[src/rtl/ctlp_defs.svh]
`ifndef CTLP_DEFS_SVH
`define CTLP_DEFS_SVH

// register indices; byte address is four times the index
`define CTLP_IDX_BG_CFG 8'h62
`define CTLP_IDX_PIN_CFG 8'h6b
`define CTLP_IDX_SOFT_TRIG 8'h6c
`define CTLP_IDX_LOW_POWER 8'h6e
`define CTLP_IDX_IRQ_STATUS 8'h80
`define CTLP_IDX_IRQ_MASK 8'h81

// reset values
`define CTLP_RST_BG_CFG 8'h00
`define CTLP_RST_PIN_CFG 8'h00
`define CTLP_RST_SOFT_TRIG 8'h01
`define CTLP_RST_LOW_POWER 8'h88
`define CTLP_RST_IRQ 4'h0

// field positions
`define CTLP_BG_EN_BIT 1
`define CTLP_TRIG_SRC_BIT 0
`define CTLP_STAT_SEL_HI 2
`define CTLP_STAT_SEL_LO 1
`define CTLP_SOFT_TRIG_BIT 0
`define CTLP_SLEEP_HI 7
`define CTLP_SLEEP_LO 5
`define CTLP_WAKE_HI 4
`define CTLP_WAKE_LO 3
`define CTLP_TRIGGER_DRIVEN_SLEEP_BIT 1
`define CTLP_LOW_POWER_CALIBRATION_ENABLE_BIT 0

// interrupt bits
`define CTLP_IRQ_FOREGROUND_DONE 0
`define CTLP_IRQ_STOPPED 1
`define CTLP_IRQ_ALARM 2
`define CTLP_IRQ_WAKE 3

// timing: delay is (2^k + 1) * unit clock periods
`define CTLP_DLY_UNIT 42'h100
`define CTLP_CNT_W 42

// delay exponents k of the sleep-delay codes 0 to 7
`define CTLP_SLEEP_K0 6'h03
`define CTLP_SLEEP_K1 6'h0f
`define CTLP_SLEEP_K2 6'h12
`define CTLP_SLEEP_K3 6'h15
`define CTLP_SLEEP_K4 6'h18
`define CTLP_SLEEP_K5 6'h1b
`define CTLP_SLEEP_K6 6'h1e
`define CTLP_SLEEP_K7 6'h21

// delay exponents k of the wake-delay codes 0 to 3
`define CTLP_WAKE_K0 6'h03
`define CTLP_WAKE_K1 6'h12
`define CTLP_WAKE_K2 6'h15
`define CTLP_WAKE_K3 6'h18

`endif

[src/rtl/ctlp_pkg.sv]
package ctlp_pkg;

    typedef enum logic [1:0] {
        CTLP_LP_OFF,
        CTLP_LP_SLEEP,
        CTLP_LP_WAKE,
        CTLP_LP_CAL
    } ctlp_lp_state_t;

    typedef struct packed {
        logic [7:0] bg_cfg;
        logic [7:0] pin_cfg;
        logic [7:0] soft_trig;
        logic [7:0] low_power;
        logic [3:0] irq_status;
        logic [3:0] irq_mask;
        logic trig_s1;
        logic trig_s2;
        logic prev_foreground_done;
        logic prev_stopped;
        logic prev_alarm;
        ctlp_lp_state_t lp_state;
        logic [41:0] count;
        logic waitrequest;
        logic [7:0] readdata;
        logic status_pin;
        logic adc_sleep;
        logic cal_start;
        logic irq;
    } ctlp_state_t;

endpackage

[src/rtl/ctlp_calib_trigger_lowpower_ctrl.sv]
`timescale 1ns/1ps
`include "ctlp_defs.svh"

// Summary of operation
// - status-select code 0 foreground-done, 1 stopped, 2 alarm, 3 pin held low.
// - trigger-source bit 0 takes software trigger bit, hardware trigger pin ignored.
// - trigger-source bit 1 takes hardware trigger pin, software trigger bit ignored.
// - sleep-delay code picks k, sleep lasts (2^k+1)*256 clocks; reset code 4.
// - sleep delay counts only with low power enabled and trigger sleep off.
// - wake-delay code picks k, settling lasts (2^k+1)*256 clocks; reset code 1.
// - trigger sleep off means autonomous sleep for the programmed sleep delay.
// - trigger sleep on means sleep until the selected trigger goes low.
// - low-power enable works only while background calibration is enabled.
// - background enable bit, reset zero, gates low-power background calibration.
// - foreground-done input is one selectable source of the status pin.
// - calibration-stopped input is another selectable source of the status pin.
module ctlp_calib_trigger_lowpower_ctrl #(
    parameter int unsigned DLY_EXP_REDUCE = 0
) (
    input wire logic clk_sys,
    input wire logic rst_n,
    input wire logic [9:0] avs_address,
    input wire logic avs_read,
    input wire logic avs_write,
    input wire logic [31:0] avs_writedata,
    input wire logic [3:0] avs_byteenable,
    output logic [31:0] avs_readdata,
    output logic avs_waitrequest,
    input wire logic hardware_calibration_trigger_pin,
    input wire logic foreground_done,
    input wire logic calibration_stopped,
    input wire logic alarm,
    input wire logic cal_phase_done,
    output logic calibration_status_pin,
    output logic adc_sleep,
    output logic cal_start,
    output logic irq
);

    ctlp_pkg::ctlp_state_t st;
    ctlp_pkg::ctlp_state_t next_st;

    logic [7:0] reg_index;
    logic lp_active;
    logic trig_mode;
    logic trig_level;
    logic [3:0] events;
    logic wr_ok;
    logic [1:0] stat_sel;
    logic trig_hw;
    logic [`CTLP_CNT_W-1:0] sleep_load;
    logic [`CTLP_CNT_W-1:0] wake_load;

    // cycle count for a delay of (2^k + 1) * unit, minus one for a down-counter
    function automatic logic [41:0] dly_cycles(input logic [5:0] k);
        logic [5:0] k_eff;
        logic [41:0] span;
        k_eff = (k > 6'(DLY_EXP_REDUCE)) ? k - 6'(DLY_EXP_REDUCE) : 6'd0;
        span = (42'h1 << k_eff) + 42'h1;
        return span * `CTLP_DLY_UNIT - 42'h1;
    endfunction

    // exponent tables of the two delay fields
    function automatic logic [5:0] sleep_exp(input logic [2:0] code);
        case (code)
            3'd0: sleep_exp = `CTLP_SLEEP_K0;
            3'd1: sleep_exp = `CTLP_SLEEP_K1;
            3'd2: sleep_exp = `CTLP_SLEEP_K2;
            3'd3: sleep_exp = `CTLP_SLEEP_K3;
            3'd4: sleep_exp = `CTLP_SLEEP_K4;
            3'd5: sleep_exp = `CTLP_SLEEP_K5;
            3'd6: sleep_exp = `CTLP_SLEEP_K6;
            default: sleep_exp = `CTLP_SLEEP_K7;
        endcase
    endfunction

    function automatic logic [5:0] wake_exp(input logic [1:0] code);
        case (code)
            2'd0: wake_exp = `CTLP_WAKE_K0;
            2'd1: wake_exp = `CTLP_WAKE_K1;
            2'd2: wake_exp = `CTLP_WAKE_K2;
            default: wake_exp = `CTLP_WAKE_K3;
        endcase
    endfunction

    // decoded controls
    assign reg_index = avs_address[9:2];
    assign lp_active = st.low_power[`CTLP_LOW_POWER_CALIBRATION_ENABLE_BIT] & st.bg_cfg[`CTLP_BG_EN_BIT];
    assign trig_mode = st.low_power[`CTLP_TRIGGER_DRIVEN_SLEEP_BIT];
    assign stat_sel = st.pin_cfg[`CTLP_STAT_SEL_HI:`CTLP_STAT_SEL_LO];
    assign trig_hw = st.pin_cfg[`CTLP_TRIG_SRC_BIT];
    assign trig_level = trig_hw ? st.trig_s2
                                                      : st.soft_trig[`CTLP_SOFT_TRIG_BIT];
    assign sleep_load = dly_cycles(sleep_exp(st.low_power[`CTLP_SLEEP_HI:`CTLP_SLEEP_LO]));
    assign wake_load = dly_cycles(wake_exp(st.low_power[`CTLP_WAKE_HI:`CTLP_WAKE_LO]));
    assign wr_ok = avs_write & ~st.waitrequest & avs_byteenable[0];

    // next state of the whole block
    always_comb begin
        next_st = st;
        events = 4'h0;
        next_st.cal_start = 1'b0;
        // hardware trigger synchroniser
        next_st.trig_s1 = hardware_calibration_trigger_pin;
        next_st.trig_s2 = st.trig_s1;
        // rising edges of status inputs become interrupt events
        next_st.prev_foreground_done = foreground_done;
        next_st.prev_stopped = calibration_stopped;
        next_st.prev_alarm = alarm;
        events[`CTLP_IRQ_FOREGROUND_DONE] = foreground_done & ~st.prev_foreground_done;
        events[`CTLP_IRQ_STOPPED] = calibration_stopped & ~st.prev_stopped;
        events[`CTLP_IRQ_ALARM] = alarm & ~st.prev_alarm;

        // status pin routing
        case (stat_sel)
            2'd0: next_st.status_pin = foreground_done;
            2'd1: next_st.status_pin = calibration_stopped;
            2'd2: next_st.status_pin = alarm;
            default: next_st.status_pin = 1'b0;
        endcase

        // low-power sleep and wake sequencer
        case (st.lp_state)
            ctlp_pkg::CTLP_LP_OFF: begin
                if (lp_active) begin
                    next_st.lp_state = ctlp_pkg::CTLP_LP_SLEEP;
                    next_st.count = sleep_load;
                end
            end
            ctlp_pkg::CTLP_LP_SLEEP: begin
                if (trig_mode) begin
                    if (!trig_level) begin
                        next_st.lp_state = ctlp_pkg::CTLP_LP_WAKE;
                        next_st.count = wake_load;
                        events[`CTLP_IRQ_WAKE] = 1'b1;
                    end
                end else if (st.count == 42'h0) begin
                    next_st.lp_state = ctlp_pkg::CTLP_LP_WAKE;
                    next_st.count = wake_load;
                    events[`CTLP_IRQ_WAKE] = 1'b1;
                end else begin
                    next_st.count = st.count - 42'h1;
                end
            end
            ctlp_pkg::CTLP_LP_WAKE: begin
                if (st.count == 42'h0) begin
                    next_st.lp_state = ctlp_pkg::CTLP_LP_CAL;
                    next_st.cal_start = 1'b1;
                end else begin
                    next_st.count = st.count - 42'h1;
                end
            end
            ctlp_pkg::CTLP_LP_CAL: begin
                if (cal_phase_done) begin
                    next_st.lp_state = ctlp_pkg::CTLP_LP_SLEEP;
                    next_st.count = sleep_load;
                end
            end
            default: begin
                next_st.lp_state = ctlp_pkg::CTLP_LP_OFF;
            end
        endcase
        // losing either enable stops the sequencer at once
        if (!lp_active) begin
            next_st.lp_state = ctlp_pkg::CTLP_LP_OFF;
            next_st.count = 42'h0;
            events[`CTLP_IRQ_WAKE] = 1'b0; // no wake is reported while shutting down
        end
        next_st.adc_sleep = (next_st.lp_state == ctlp_pkg::CTLP_LP_SLEEP);

        // register bus: answer one cycle after the request is seen
        if ((avs_read | avs_write) & st.waitrequest) begin
            next_st.waitrequest = 1'b0;
            case (reg_index)
                `CTLP_IDX_BG_CFG: next_st.readdata = st.bg_cfg;
                `CTLP_IDX_PIN_CFG: next_st.readdata = st.pin_cfg;
                `CTLP_IDX_SOFT_TRIG: next_st.readdata = st.soft_trig;
                `CTLP_IDX_LOW_POWER: next_st.readdata = st.low_power;
                `CTLP_IDX_IRQ_STATUS: next_st.readdata = {4'h0, st.irq_status};
                `CTLP_IDX_IRQ_MASK: next_st.readdata = {4'h0, st.irq_mask};
                default: next_st.readdata = 8'h00;
            endcase
        end else begin
            next_st.waitrequest = 1'b1;
        end
        // writes take effect on the accepting edge
        if (wr_ok) begin
            case (reg_index)
                `CTLP_IDX_BG_CFG: next_st.bg_cfg = avs_writedata[7:0];
                `CTLP_IDX_PIN_CFG: next_st.pin_cfg = avs_writedata[7:0];
                `CTLP_IDX_SOFT_TRIG: next_st.soft_trig = avs_writedata[7:0];
                `CTLP_IDX_LOW_POWER: next_st.low_power = avs_writedata[7:0];
                `CTLP_IDX_IRQ_STATUS: next_st.irq_status = st.irq_status & ~avs_writedata[3:0];
                `CTLP_IDX_IRQ_MASK: next_st.irq_mask = avs_writedata[3:0];
                default: next_st.bg_cfg = st.bg_cfg;
            endcase
        end
        // a new event wins over a clear in the same cycle
        next_st.irq_status = next_st.irq_status | events;
        next_st.irq = |(next_st.irq_status & next_st.irq_mask);
    end

    // state register
    always_ff @(posedge clk_sys or negedge rst_n) begin
        if (!rst_n) begin
            st <= '0;
            st.bg_cfg <= `CTLP_RST_BG_CFG;
            st.pin_cfg <= `CTLP_RST_PIN_CFG;
            st.soft_trig <= `CTLP_RST_SOFT_TRIG;
            st.low_power <= `CTLP_RST_LOW_POWER;
            st.irq_status <= `CTLP_RST_IRQ;
            st.irq_mask <= `CTLP_RST_IRQ;
            st.lp_state <= ctlp_pkg::CTLP_LP_OFF;
            st.waitrequest <= 1'b1;
        end else begin
            st <= next_st;
        end
    end

    // outputs straight from the state register
    assign avs_readdata = {24'h00_0000, st.readdata};
    assign avs_waitrequest = st.waitrequest;
    assign calibration_status_pin = st.status_pin;
    assign adc_sleep = st.adc_sleep;
    assign cal_start = st.cal_start;
    assign irq = st.irq;
endmodule

[config.mk]
export PLATFORM = sky130hd
export DESIGN_NAME = ctlp_calib_trigger_lowpower_ctrl
export DESIGN_NICKNAME = d
export VERILOG_FILES = /design/src/rtl/ctlp_pkg.sv /design/src/rtl/ctlp_calib_trigger_lowpower_ctrl.sv
export VERILOG_INCLUDE_DIRS = /design/src /design/src/rtl
export SDC_FILE = /design/constraint.sdc
export NUM_CORES = 1
export LEC_CHECK = 0
export BUFFER_PORTS_ARGS = -buffer_cell sky130_fd_sc_hd__buf_2
export CELL_PAD_IN_SITES_DETAIL_PLACEMENT = 1
export CELL_PAD_IN_SITES_GLOBAL_PLACEMENT = 1
export CORE_ASPECT_RATIO = 1.1
export CORE_MARGIN = 8
export CORE_UTILIZATION = 40
export DETAILED_ROUTE_END_ITERATION = 8
export GPL_TIMING_DRIVEN = 0
export PLACE_DENSITY = 0.86
export SYNTH_ARGS = -nofsm -noshare
export SYNTH_HDL_FRONTEND = slang
export SYNTH_SLANG_ARGS = --single-unit
[constraint.sdc]
create_clock -name clk_sys -period 2.9 [get_ports clk_sys]
set_input_delay 0.29 -clock clk_sys [delete_from_list [all_inputs] [get_ports clk_sys]]
set_output_delay 0.29 -clock clk_sys [all_outputs]
set_load 0.1 [all_outputs]
==> results.toml, run 1 <==
[status]
run_status = "finished, violations left"
failed_checks = "negative setup slack"

[timing]
worst_slew_margin_rel_pct = 22.66
hold_viol = 0
period_minus_slack_ns = 2.903
fin_crit_sh_pct = 100.1
skew_ns = 0.009866
final-setup-viol-count = 1
worst_pin_slew_ns = 1.151
setup_repair_after_global_routing_missed_its_margin = "yes"
achievable-frequency_ghz = 0.3444
total_negative_slack_ns = -0.003340
worst_slack_ns = -0.003340
max_slew_violation_count = 0

[flow_run]
max_cap_violations = 0

[yosys]
synth-edff-count = 0
synth_instances = 656
yosysSeqAreaShare_pct = 41.60
synthArstFlopShare_pct = 100.0
synth.cell_area_um2 = 6148
synth_largest_type_area_fraction_pct = 39.89
synthesis.area_per_instance_um2 = 9.373
synth_seq_cells = 102
ys_dominant_reg_cell = "dfrtp_1"
synth_top_cells_by_count = "98 x dfrtp_1, 52 x nand2_1, 52 x nor2_1, 48 x o21ai_0, 39 x mux2_2"
synth_largest_area_cell = "dfrtp_1"
yosysMostFrequentCell = "dfrtp_1"
synthDistinctLibCells = 77
ys_top_cells_by_area = "dfrtp_1 40%, mux2_2 7.1%, o21ai_0 3.9%"
synth.yosys.warnings = 0

[critical_path]
worstReg2RegStart = "st[14]$_DFFE_PN0P_"
critical_path_class = "reg -> reg"
cp.arrival_ns = 3.14
cp.required_ns = 3.13
timing.critical_path.from_type = "register"
endpoint_kind = "register"
worstSetupStartpoint = "st[14]$_DFFE_PN0P_"
cp_max_fo = 10

[clocking]
clk_root_buffer_cell = "clkbuf_16"
clkLatencyLatePin_ns = 0.36
clock_path_buffers = 2
cts_buf_count = 9
numClockSinks = 102
htree_levels = 3
clk_pin_slew_worst_paths_ns = 0.07
cts_tree = "done"

[power]
vdd_drop_max_mv = 0.2976
leakagePower_nw = 3.493
power.density_cell_area_nw_per_um2 = 397.3

[place]
post_dp_hpwl_mm = 14.87
routabilityCongestion = 0.9581
io_buffer_count = 38
dpl.cell_count = 914

[floorplan]
floorplan.core_area_um2 = 15050
floorplan.die.width_um = 134.2
die_area_um2 = 19600
row_count = 47
die_height_um = 146.0
start_util_pct = 40.84
floorplan.io_pins = 92

[grt]
grt_pass1_wl_mm = 33.90
grt_use_total_pct = 21.39
grt_antenna_before_repair = 1
global_route.overflow_total = 0
grt_start_max_net_pins = 74
first_global_vias = 6348

[detailed_routing]
detailedRoute.firstIterationViolations = 466
firstDrtPassIters = 5
drt.antenna.violating_nets = 0
num_vias = 5961
route.final.wire_length_mm = 21.66
via_to_cell_ratio = 6.235
detail_route.drc_violations = 0
drt-wirelength-per-cell_um = 22.65

[final_layout]
final-instance-count-excl-fill = 956
design.final.nets = 820
diodes = 0
drive_gt1_share_pct = 29.08
fillers = 1757
area_growth_pct = 21.96
seq_area_um2 = 2559
footprint_of_the_multi_input_gates_um2 = 3506

[worst_hold_path]
min_from = "hardware_calibration_trigger_pin"
holdCritPathClass = "in -> reg"
==> placed cells by master, fill, tap and decap left out, drive strengths merged, types with 13 or more instances in the layout <==
cell type / instances
nor2: 53
a22oi: 15
o21ai: 55
nor3: 28
a21oi: 29
clkbuf: 34
nand3: 19
mux2: 39
nand2: 52
dfrtp: 98
buf: 103
a21o: 13
conb: 24
nor4: 17
inv: 17
==> flip-flops by register name, summed over array words and instances, names as in the netlist <==
| register | count |
|---|---|
| adc_sleep | 1 |
| avs_readdata | 8 |
| avs_waitrequest | 1 |
| cal_start | 1 |
| calibration_status_pin | 1 |
| irq | 1 |
| next_st | 1 |
| st | 88 |
==> where the power goes <==
part	switching [mW]	total [mW]	internal [mW]	leakage [nW]
registers	0.00860	1.45	1.44	1.37
clock network	0.594	1.22	0.624	0.140
logic	0.252	0.315	0.0628	1.98
==> cell type report <==
cell class	instances	area share [%]
Clock inverter	5	0.6341
Clock buffer	11	3.237
Timing Repair Buffer	67	6.141
Buffer	60	5.139
Multi-Input combinational cell	501	46.75
Tap cell	196	3.270
Sequential cell	102	34.12
Inverter	14	0.7008
==> what timing repair did <==
item,in CTS,in global routing
setup endpoints to repair,47,45
pin swaps,5,21
buffers inserted,14,13
hold buffers,1,0
gates resized for setup,23,57
endpoints found under the hold margin,29,0
==> path summary, 6_finish.rpt <==
kind	to	slack, ns	depth (start not counted)
worst min register to register	st[60]$_DFF_PN0_	0.36	0
worst max register to register	st[48]$_DFFE_PN0P_	-0.003	11
min in group asynchronous	st[20]$_DFFE_PN0P_	0.43	2
max in group asynchronous	st[77]$_DFFE_PN1P_	1.73	3
worst max-delay path	st[48]$_DFFE_PN0P_	-0.003	11
worst min-delay path	next_st[60]$_DFF_PN0_	0.04	1
==> critical path, cell delays in order, from the launching register on <==
cell and delay, ns:
dfrtp_1 0.40, inv_2 0.08, ha_4 0.13, or4b_4 0.51
nor4_4 0.31, buf_4 0.19, nand2_1 0.11, o211ai_1 0.32
clkbuf_2 0.31, nor4_1 0.10, o21ai_1 0.20, o31ai_1 0.11
==> logic make-up (layout without fill, tap and decap cells) <==
logic type | count (synthesis) | in the layout | share of synthesized area (%)
AND/OR/NAND/NOR | 238 | 238 | 21.02
AO/OA/AOI/OAI | 179 | 179 | 19.62
other | 1 | 24 | 0.06099
XOR/XNOR | 10 | 10 | 1.547
adder cells (fa/ha/maj) | 10 | 10 | 2.035
flip-flops | 102 | 102 | 41.60
buffers and inverters | 76 | 157 | 6.817
multiplexers | 40 | 40 | 7.306
==> layer usage <==
metal | vias up | part of all wire [%] | track usage [%]
met3 | 77 | 6.9 | 3.569
met2 | 280 | 51 | 36.67
met4 | 2 | 3.5 | 10.57
met5 | - | 0.060 | 0
li1 | 2597 | - | -
met1 | 3005 | 39 | 25.25
==> stage by stage <==
| step | utilization (%) | hold WS [ns] | total power, mW | setup WS (ns) | instance area, µm² |
|---|---|---|---|---|---|
| floorplan | - | -0.005591 | 1.696 | 0.05786 | 6235 |
| global placement | 44.31 | 0.3460 | 1.769 | -0.5674 | 6670 |
| detailed placement | 44.55 | 0.2673 | 1.783 | -0.7217 | 6706 |
| CTS | 48.03 | 0.02951 | 2.991 | 0.003868 | 7231 |
| global route | 49.81 | 0.03310 | 3.050 | -0.1402 | 7498 |
| finish | 49.81 | 0.03581 | 2.979 | -0.003340 | 7498 |
No activity file was read; power rests on OpenSTA's default activity.
==> inputs of run 2 (changes only) <==
--- a/config.mk
+++ b/config.mk
@@ -9,7 +9,7 @@
 export BUFFER_PORTS_ARGS = -buffer_cell sky130_fd_sc_hd__buf_2
 export CELL_PAD_IN_SITES_DETAIL_PLACEMENT = 1
 export CELL_PAD_IN_SITES_GLOBAL_PLACEMENT = 1
-export CORE_ASPECT_RATIO = 1.1
+export CORE_ASPECT_RATIO = 0.8
 export CORE_MARGIN = 8
 export CORE_UTILIZATION = 40
 export DETAILED_ROUTE_END_ITERATION = 8
==> results.toml, run 2 (synthesis gave the netlist of run 1 again) <==
[status]
run_status = "finished clean"

[clocking]
clk_pin_slew_worst_paths_ns = 0.08
cts_buf_count = 9
clkLatencyLatePin_ns = 0.37
clock_path_buffers = 2
cts_tree = "done"
numClockSinks = 102
clk_root_buffer_cell = "clkbuf_16"
htree_levels = 3

[floorplan]
floorplan.core_area_um2 = 15010
die_area_um2 = 19620
floorplan.io_pins = 92
row_count = 40
die_height_um = 126.9
floorplan.die.width_um = 154.6
start_util_pct = 40.95

[final_layout]
top_register = "st"
highest_count_cells_in_the_layout_ignoring_fill_and_taps = "96 x dfrtp_1, 61 x buf_4, 51 x nand2_1"
design.final.nets = 819
fillers = 1756
drive_gt1_share_pct = 28.06
largest_register_ffs = 88
area_growth_pct = 20.66
diodes = 0
design_area_um2 = 7418
postLayoutCoreUtil_pct = 49.41
final-instance-count-excl-fill = 948
layout.cells.most_common = "dfrtp_1"

[timing]
hold_ws_ns = 0.02801
worst_pin_slew_ns = 1.338
period_minus_slack_ns = 2.869
setup_repair_after_global_routing_missed_its_margin = "yes"
hold_viol = 0
skew_ns = 0.008562
fin_crit_sh_pct = 98.92
worst_slew_margin_rel_pct = 10.10
final-setup-viol-count = 0
max_slew_violation_count = 0
achievable-frequency_ghz = 0.3486

[power]
clock_power_share_pct = 42.8
vdd_drop_max_mv = 0.2729
power.density_cell_area_nw_per_um2 = 414.2
leakagePower_nw = 3.469
internal-power_mw = 2.190
seqPwrFrac_pct = 47.1
sw_frac_of_total_pct = 28.73
fin_total_pwr_mw = 3.073
p_switching_mw = 0.8829
p_comb_share_pct = 10.2

[critical_path]
timing.critical_path.from_type = "register"
critical_path_class = "reg -> reg"
setup_slack_of_the_worst_register_to_register_path_ns = 0.03
worst-path-stages = 10
critical_path.n_buffers_inverters = 3
cp.required_ns = 3.12
cp_max_fo = 10
path_common_cell = "buf_4"
worstReg2RegEnd = "st[44]$_DFFE_PN0P_"
crit_chain = "or4_4 -> nor4_4 -> buf_6 -> buf_4 -> nand4_4 -> a21oi_4 -> buf_4 -> a21oi_1 -> o211ai_1 -> o21ai_0"
worst_path_dominant_cell_family = "simple AND/OR/NAND/NOR gates"
cp.arrival_ns = 3.09
timing.reg2reg.worst_path_depth = 10
slowest_delay_ns = 0.59
timing.critical_path.slowest_stage_cell = "or4_4"
endpoint_kind = "register"
worstReg2RegStart = "st[22]$_DFFE_PN0P_"

[detailed_routing]
route.final.wire_length_mm = 22.15
drt.antenna.violating_nets = 0
num_vias = 5995
detail_route.drc_violations = 0
via_to_cell_ratio = 6.324
drt-wirelength-per-cell_um = 23.36
detailedRoute.firstIterationViolations = 679
firstDrtPassIters = 5

[worst_hold_path]
min_path_cells = 1
whs_endpoint = "next_st[60]$_DFF_PN0_"
min_from = "hardware_calibration_trigger_pin"
holdCritPathClass = "in -> reg"

[place]
post_dp_hpwl_mm = 15.16
routabilityCongestion = 0.9529
placed_cell_area_um2 = 6698
io_buffer_count = 38
dpl.cell_count = 907

[grt]
first_global_vias = 6182
grt_use_total_pct = 22.01
grt_start_max_net_pins = 71
grt_pass1_wl_mm = 34.28
global_route.overflow_total = 0
grt_antenna_before_repair = 0

[flow_run]
max_cap_violations = 0
## run 2: worst register-to-register path: cells and delay by family, from the launching register on
family	cells	cell delay, ns
AND/OR/NAND/NOR	3	1.05
AO/OA/AOI/OAI	4	0.66
buffers and inverters	3	0.54
flip-flops	1	0.47
## run 2: power groups by stage
stage               combinational (mW)  clock (mW)  sequential, mW
floorplan                        0.201           0            1.49
finish                           0.312        1.31            1.45
global placement                 0.295           0            1.47
detailed placement               0.307           0            1.47
global route                     0.329        1.38            1.45
CTS                              0.310        1.33            1.45
## run 2: timing repair
item                                    4_1_cts  5_1_grt
resized for setup                            28       28
pin swaps                                     5       13
hold buffers                                  1        0
endpoints found under the setup margin       47       43
setup buffers                                 8       19
endpoints found under the hold margin        31        0
## run 2: worst max-delay path by stage
stage                        from            endpoint  slack (ns)
2_1_floorplan  st[13]$_DFFE_PN0P_  st[51]$_DFFE_PN0P_        0.06
3_5_place_dp   st[13]$_DFFE_PN0P_  st[38]$_DFFE_PN0P_       -0.62
4_1_cts        st[45]$_DFFE_PN0P_  st[50]$_DFFE_PN0P_        0.01
6_report       st[22]$_DFFE_PN0P_  st[44]$_DFFE_PN0P_        0.03
3_3_place_gp   st[13]$_DFFE_PN0P_  st[38]$_DFFE_PN0P_       -0.50
5_1_grt        st[22]$_DFFE_PN0P_  st[51]$_DFFE_PN0P_       -0.06
## run 2: metrics by stage
stage	setup WS, ns	TNS (ns)
floorplan	0.05786	0
global placement	-0.5020	-16.22
detailed placement	-0.6202	-20.67
CTS	0.01025	0
global route	-0.06230	-0.2226
finish	0.03146	0
## run 2: cell type report
| cell class | instances | area [µm²] | share of cell area, % |
|---|---|---|---|
| inverters | 14 | 52.55 | 0.7084 |
| well taps | 189 | 236.5 | 3.188 |
| flip-flops and latches | 102 | 2560 | 34.51 |
| plain buffers | 59 | 375.4 | 5.060 |
| repair buffers | 67 | 440.4 | 5.937 |
| clock buffers | 9 | 225.2 | 3.036 |
| clock inverters | 7 | 88.84 | 1.198 |
| multi-input cells | 501 | 3440 | 46.37 |
## run 2: layer usage
layer  part of all wire (%)  routed length (µm)  up-vias  global-route usage (%)
li1                       -                   -     2598                       -
met3                    7.9                1751       58                   4.547
met5                      0                   0        -                       0
met1                     43                9471     3031                   29.10
met2                     47               10410      308                   34.79
met4                    2.3                 517        0                   8.511
==> inputs of run 3 (changes only) <==
==> constraint.sdc (replaced) <==
create_clock -name clk_sys -period 2.9 [get_ports clk_sys]
set_input_delay 0.435 -clock clk_sys [delete_from_list [all_inputs] [get_ports clk_sys]]
set_output_delay 0.435 -clock clk_sys [all_outputs]
set_load 0.1 [all_outputs]
==> results.toml, run 3 (synthesis gave the netlist of run 1 again) <==
[critical_path]
slowest_delay_ns = 0.59
timing.critical_path.from_type = "register"
critical_path.n_buffers_inverters = 1
cp.arrival_ns = 3.13
timing.critical_path.slowest_stage_cell = "or4_4"
critical_path_class = "reg -> reg"
cp_max_fo = 6
cp.required_ns = 3.16
worst-path-stages = 8
endpoint_kind = "register"
timing.reg2reg.worst_path_depth = 8
worst_path_dominant_cell_family = "simple AND/OR/NAND/NOR gates"
path_common_cell = "or4_4"
crit_chain = "or4_4 -> nor4_4 -> buf_6 -> nand3_4 -> or4_4 -> xnor2_2 -> o21ai_1 -> o41ai_2"

[floorplan]
die_area_um2 = 19620
floorplan.io_pins = 92
die_height_um = 126.9
row_count = 40
start_util_pct = 40.95
floorplan.core_area_um2 = 15010
floorplan.die.width_um = 154.6

[detailed_routing]
detail_route.drc_violations = 0
drt.antenna.violating_nets = 0
num_vias = 6022
detailedRoute.firstIterationViolations = 600
route.final.wire_length_mm = 22.17
via_to_cell_ratio = 6.359
firstDrtPassIters = 9
drt-wirelength-per-cell_um = 23.41

[place]
post_dp_hpwl_mm = 15.16
io_buffer_count = 38
placed_cell_area_um2 = 6698
routabilityCongestion = 0.9529

[grt]
grt_use_total_pct = 22.01
first_global_vias = 6179
grt_pass1_wl_mm = 34.27
grt.met2_usage_pct = 34.79
busiest_layer = "met2"
global_route.usage.met1_pct = 29.08
global_route.overflow_total = 0
grt_antenna_before_repair = 0
grtUsageMet3_pct = 4.547
grt_start_max_net_pins = 71

[final_layout]
top_register = "st"
largest_register_ffs = 88
area_growth_pct = 20.57
layout.cells.most_common = "dfrtp_1"
diodes = 0
highest_count_cells_in_the_layout_ignoring_fill_and_taps = "96 x dfrtp_1, 61 x buf_4, 51 x nand2_1"
design.final.nets = 818
postLayoutCoreUtil_pct = 49.38
drive_gt1_share_pct = 28.23
design_area_um2 = 7413

[flow_run]
max_cap_violations = 0

[power]
fin_total_pwr_mw = 3.069
p_comb_share_pct = 10.2
power.density_cell_area_nw_per_um2 = 414.0
vdd_drop_max_mv = 0.2744
sw_frac_of_total_pct = 28.68
leakagePower_nw = 3.466
seqPwrFrac_pct = 47.1
clock_power_share_pct = 42.7
internal-power_mw = 2.189
p_switching_mw = 0.8803

[timing]
skew_ns = 0.006422
setup_repair_after_global_routing_missed_its_margin = "yes"
hold_viol = 0
fin_crit_sh_pct = 98.94
max_slew_violation_count = 0
period_minus_slack_ns = 2.869
achievable-frequency_ghz = 0.3485
total_negative_slack_ns = 0
worst_pin_slew_ns = 1.285
worst_slew_margin_rel_pct = 13.66
final-setup-viol-count = 0

[clocking]
cts_tree = "done"
clk_root_buffer_cell = "clkbuf_16"
cts_buf_count = 9
numClockSinks = 102
clkLatencyLatePin_ns = 0.37
htree_levels = 3
clk_pin_slew_worst_paths_ns = 0.08
clock_path_buffers = 2
hold_buffers = 0

[worst_hold_path]
holdCritPathClass = "in -> async"

[status]
run_status = "finished clean"
-- run 3: worst paths after layout --
path	from	end	slack, ns
min	rst_n	st[32]$_DFFE_PN0P_	0.0009
min in group clk_sys	hardware_calibration_trigger_pin	next_st[60]$_DFF_PN0_	0.17
max in group asynchronous	rst_n	st[77]$_DFFE_PN1P_	2.15
max reg2reg	st[22]$_DFFE_PN0P_	st[51]$_DFFE_PN0P_	0.03
min reg2reg	next_st[60]$_DFF_PN0_	st[60]$_DFF_PN0_	0.35
max	st[22]$_DFFE_PN0P_	st[51]$_DFFE_PN0P_	0.03
-- run 3: final cells by class --
| type | instances | area (µm²) |
|---|---|---|
| plain buffers | 59 | 375.4 |
| multi-input cells | 501 | 3445 |
| well taps | 189 | 236.5 |
| repair buffers | 66 | 430.4 |
| clock buffers | 9 | 225.2 |
| inverters | 14 | 52.55 |
| flip-flops and latches | 102 | 2560 |
| clock inverters | 7 | 88.84 |
| fillers | 1757 | 7601 |
-- run 3: metrics by stage --
stage	instances	hold WS [ns]	worst slack (ns)
global placement	906	0.3346	-0.5020
CTS	930	0.01541	0.01025
global route	947	0.03431	-0.06308
finish	947	0.0009159	0.03079
floorplan	679	0.1394	0.05786
detailed placement	907	0.3363	-0.6202
-- run 3: worst reg2reg max path: cells and delay by family, from the launching register on --
kind / cells / cell delay (ns)
buffers and inverters: 1 / 0.17
xor gates and xnor gates: 1 / 0.14
DFF: 1 / 0.46
and+or+nand+nor: 4 / 1.58
AOI/OAI and AO/OA: 2 / 0.41
-- run 3: what timing repair did --
item,CTS,global route
resized for setup,28,29
endpoints found under the setup margin,47,51
pin swaps,5,13
buffers inserted,8,19
-- run 3: power groups by stage --
stage	clock network, mW	registers, mW	logic, mW
after floorplan	0	1.49	0.201
after global placement	0	1.47	0.295
after detailed placement	0	1.47	0.307
after CTS	1.33	1.45	0.309
after global routing	1.38	1.45	0.329
final	1.31	1.45	0.312
-- run 3: routing by layer --
metal	up-vias	part of all wire (%)	wire, µm
met5	-	0	0
met4	0	2.5	559
met3	67	8.1	1795
met2	322	47	10380
met1	3043	43	9426
li1	2590	-	-
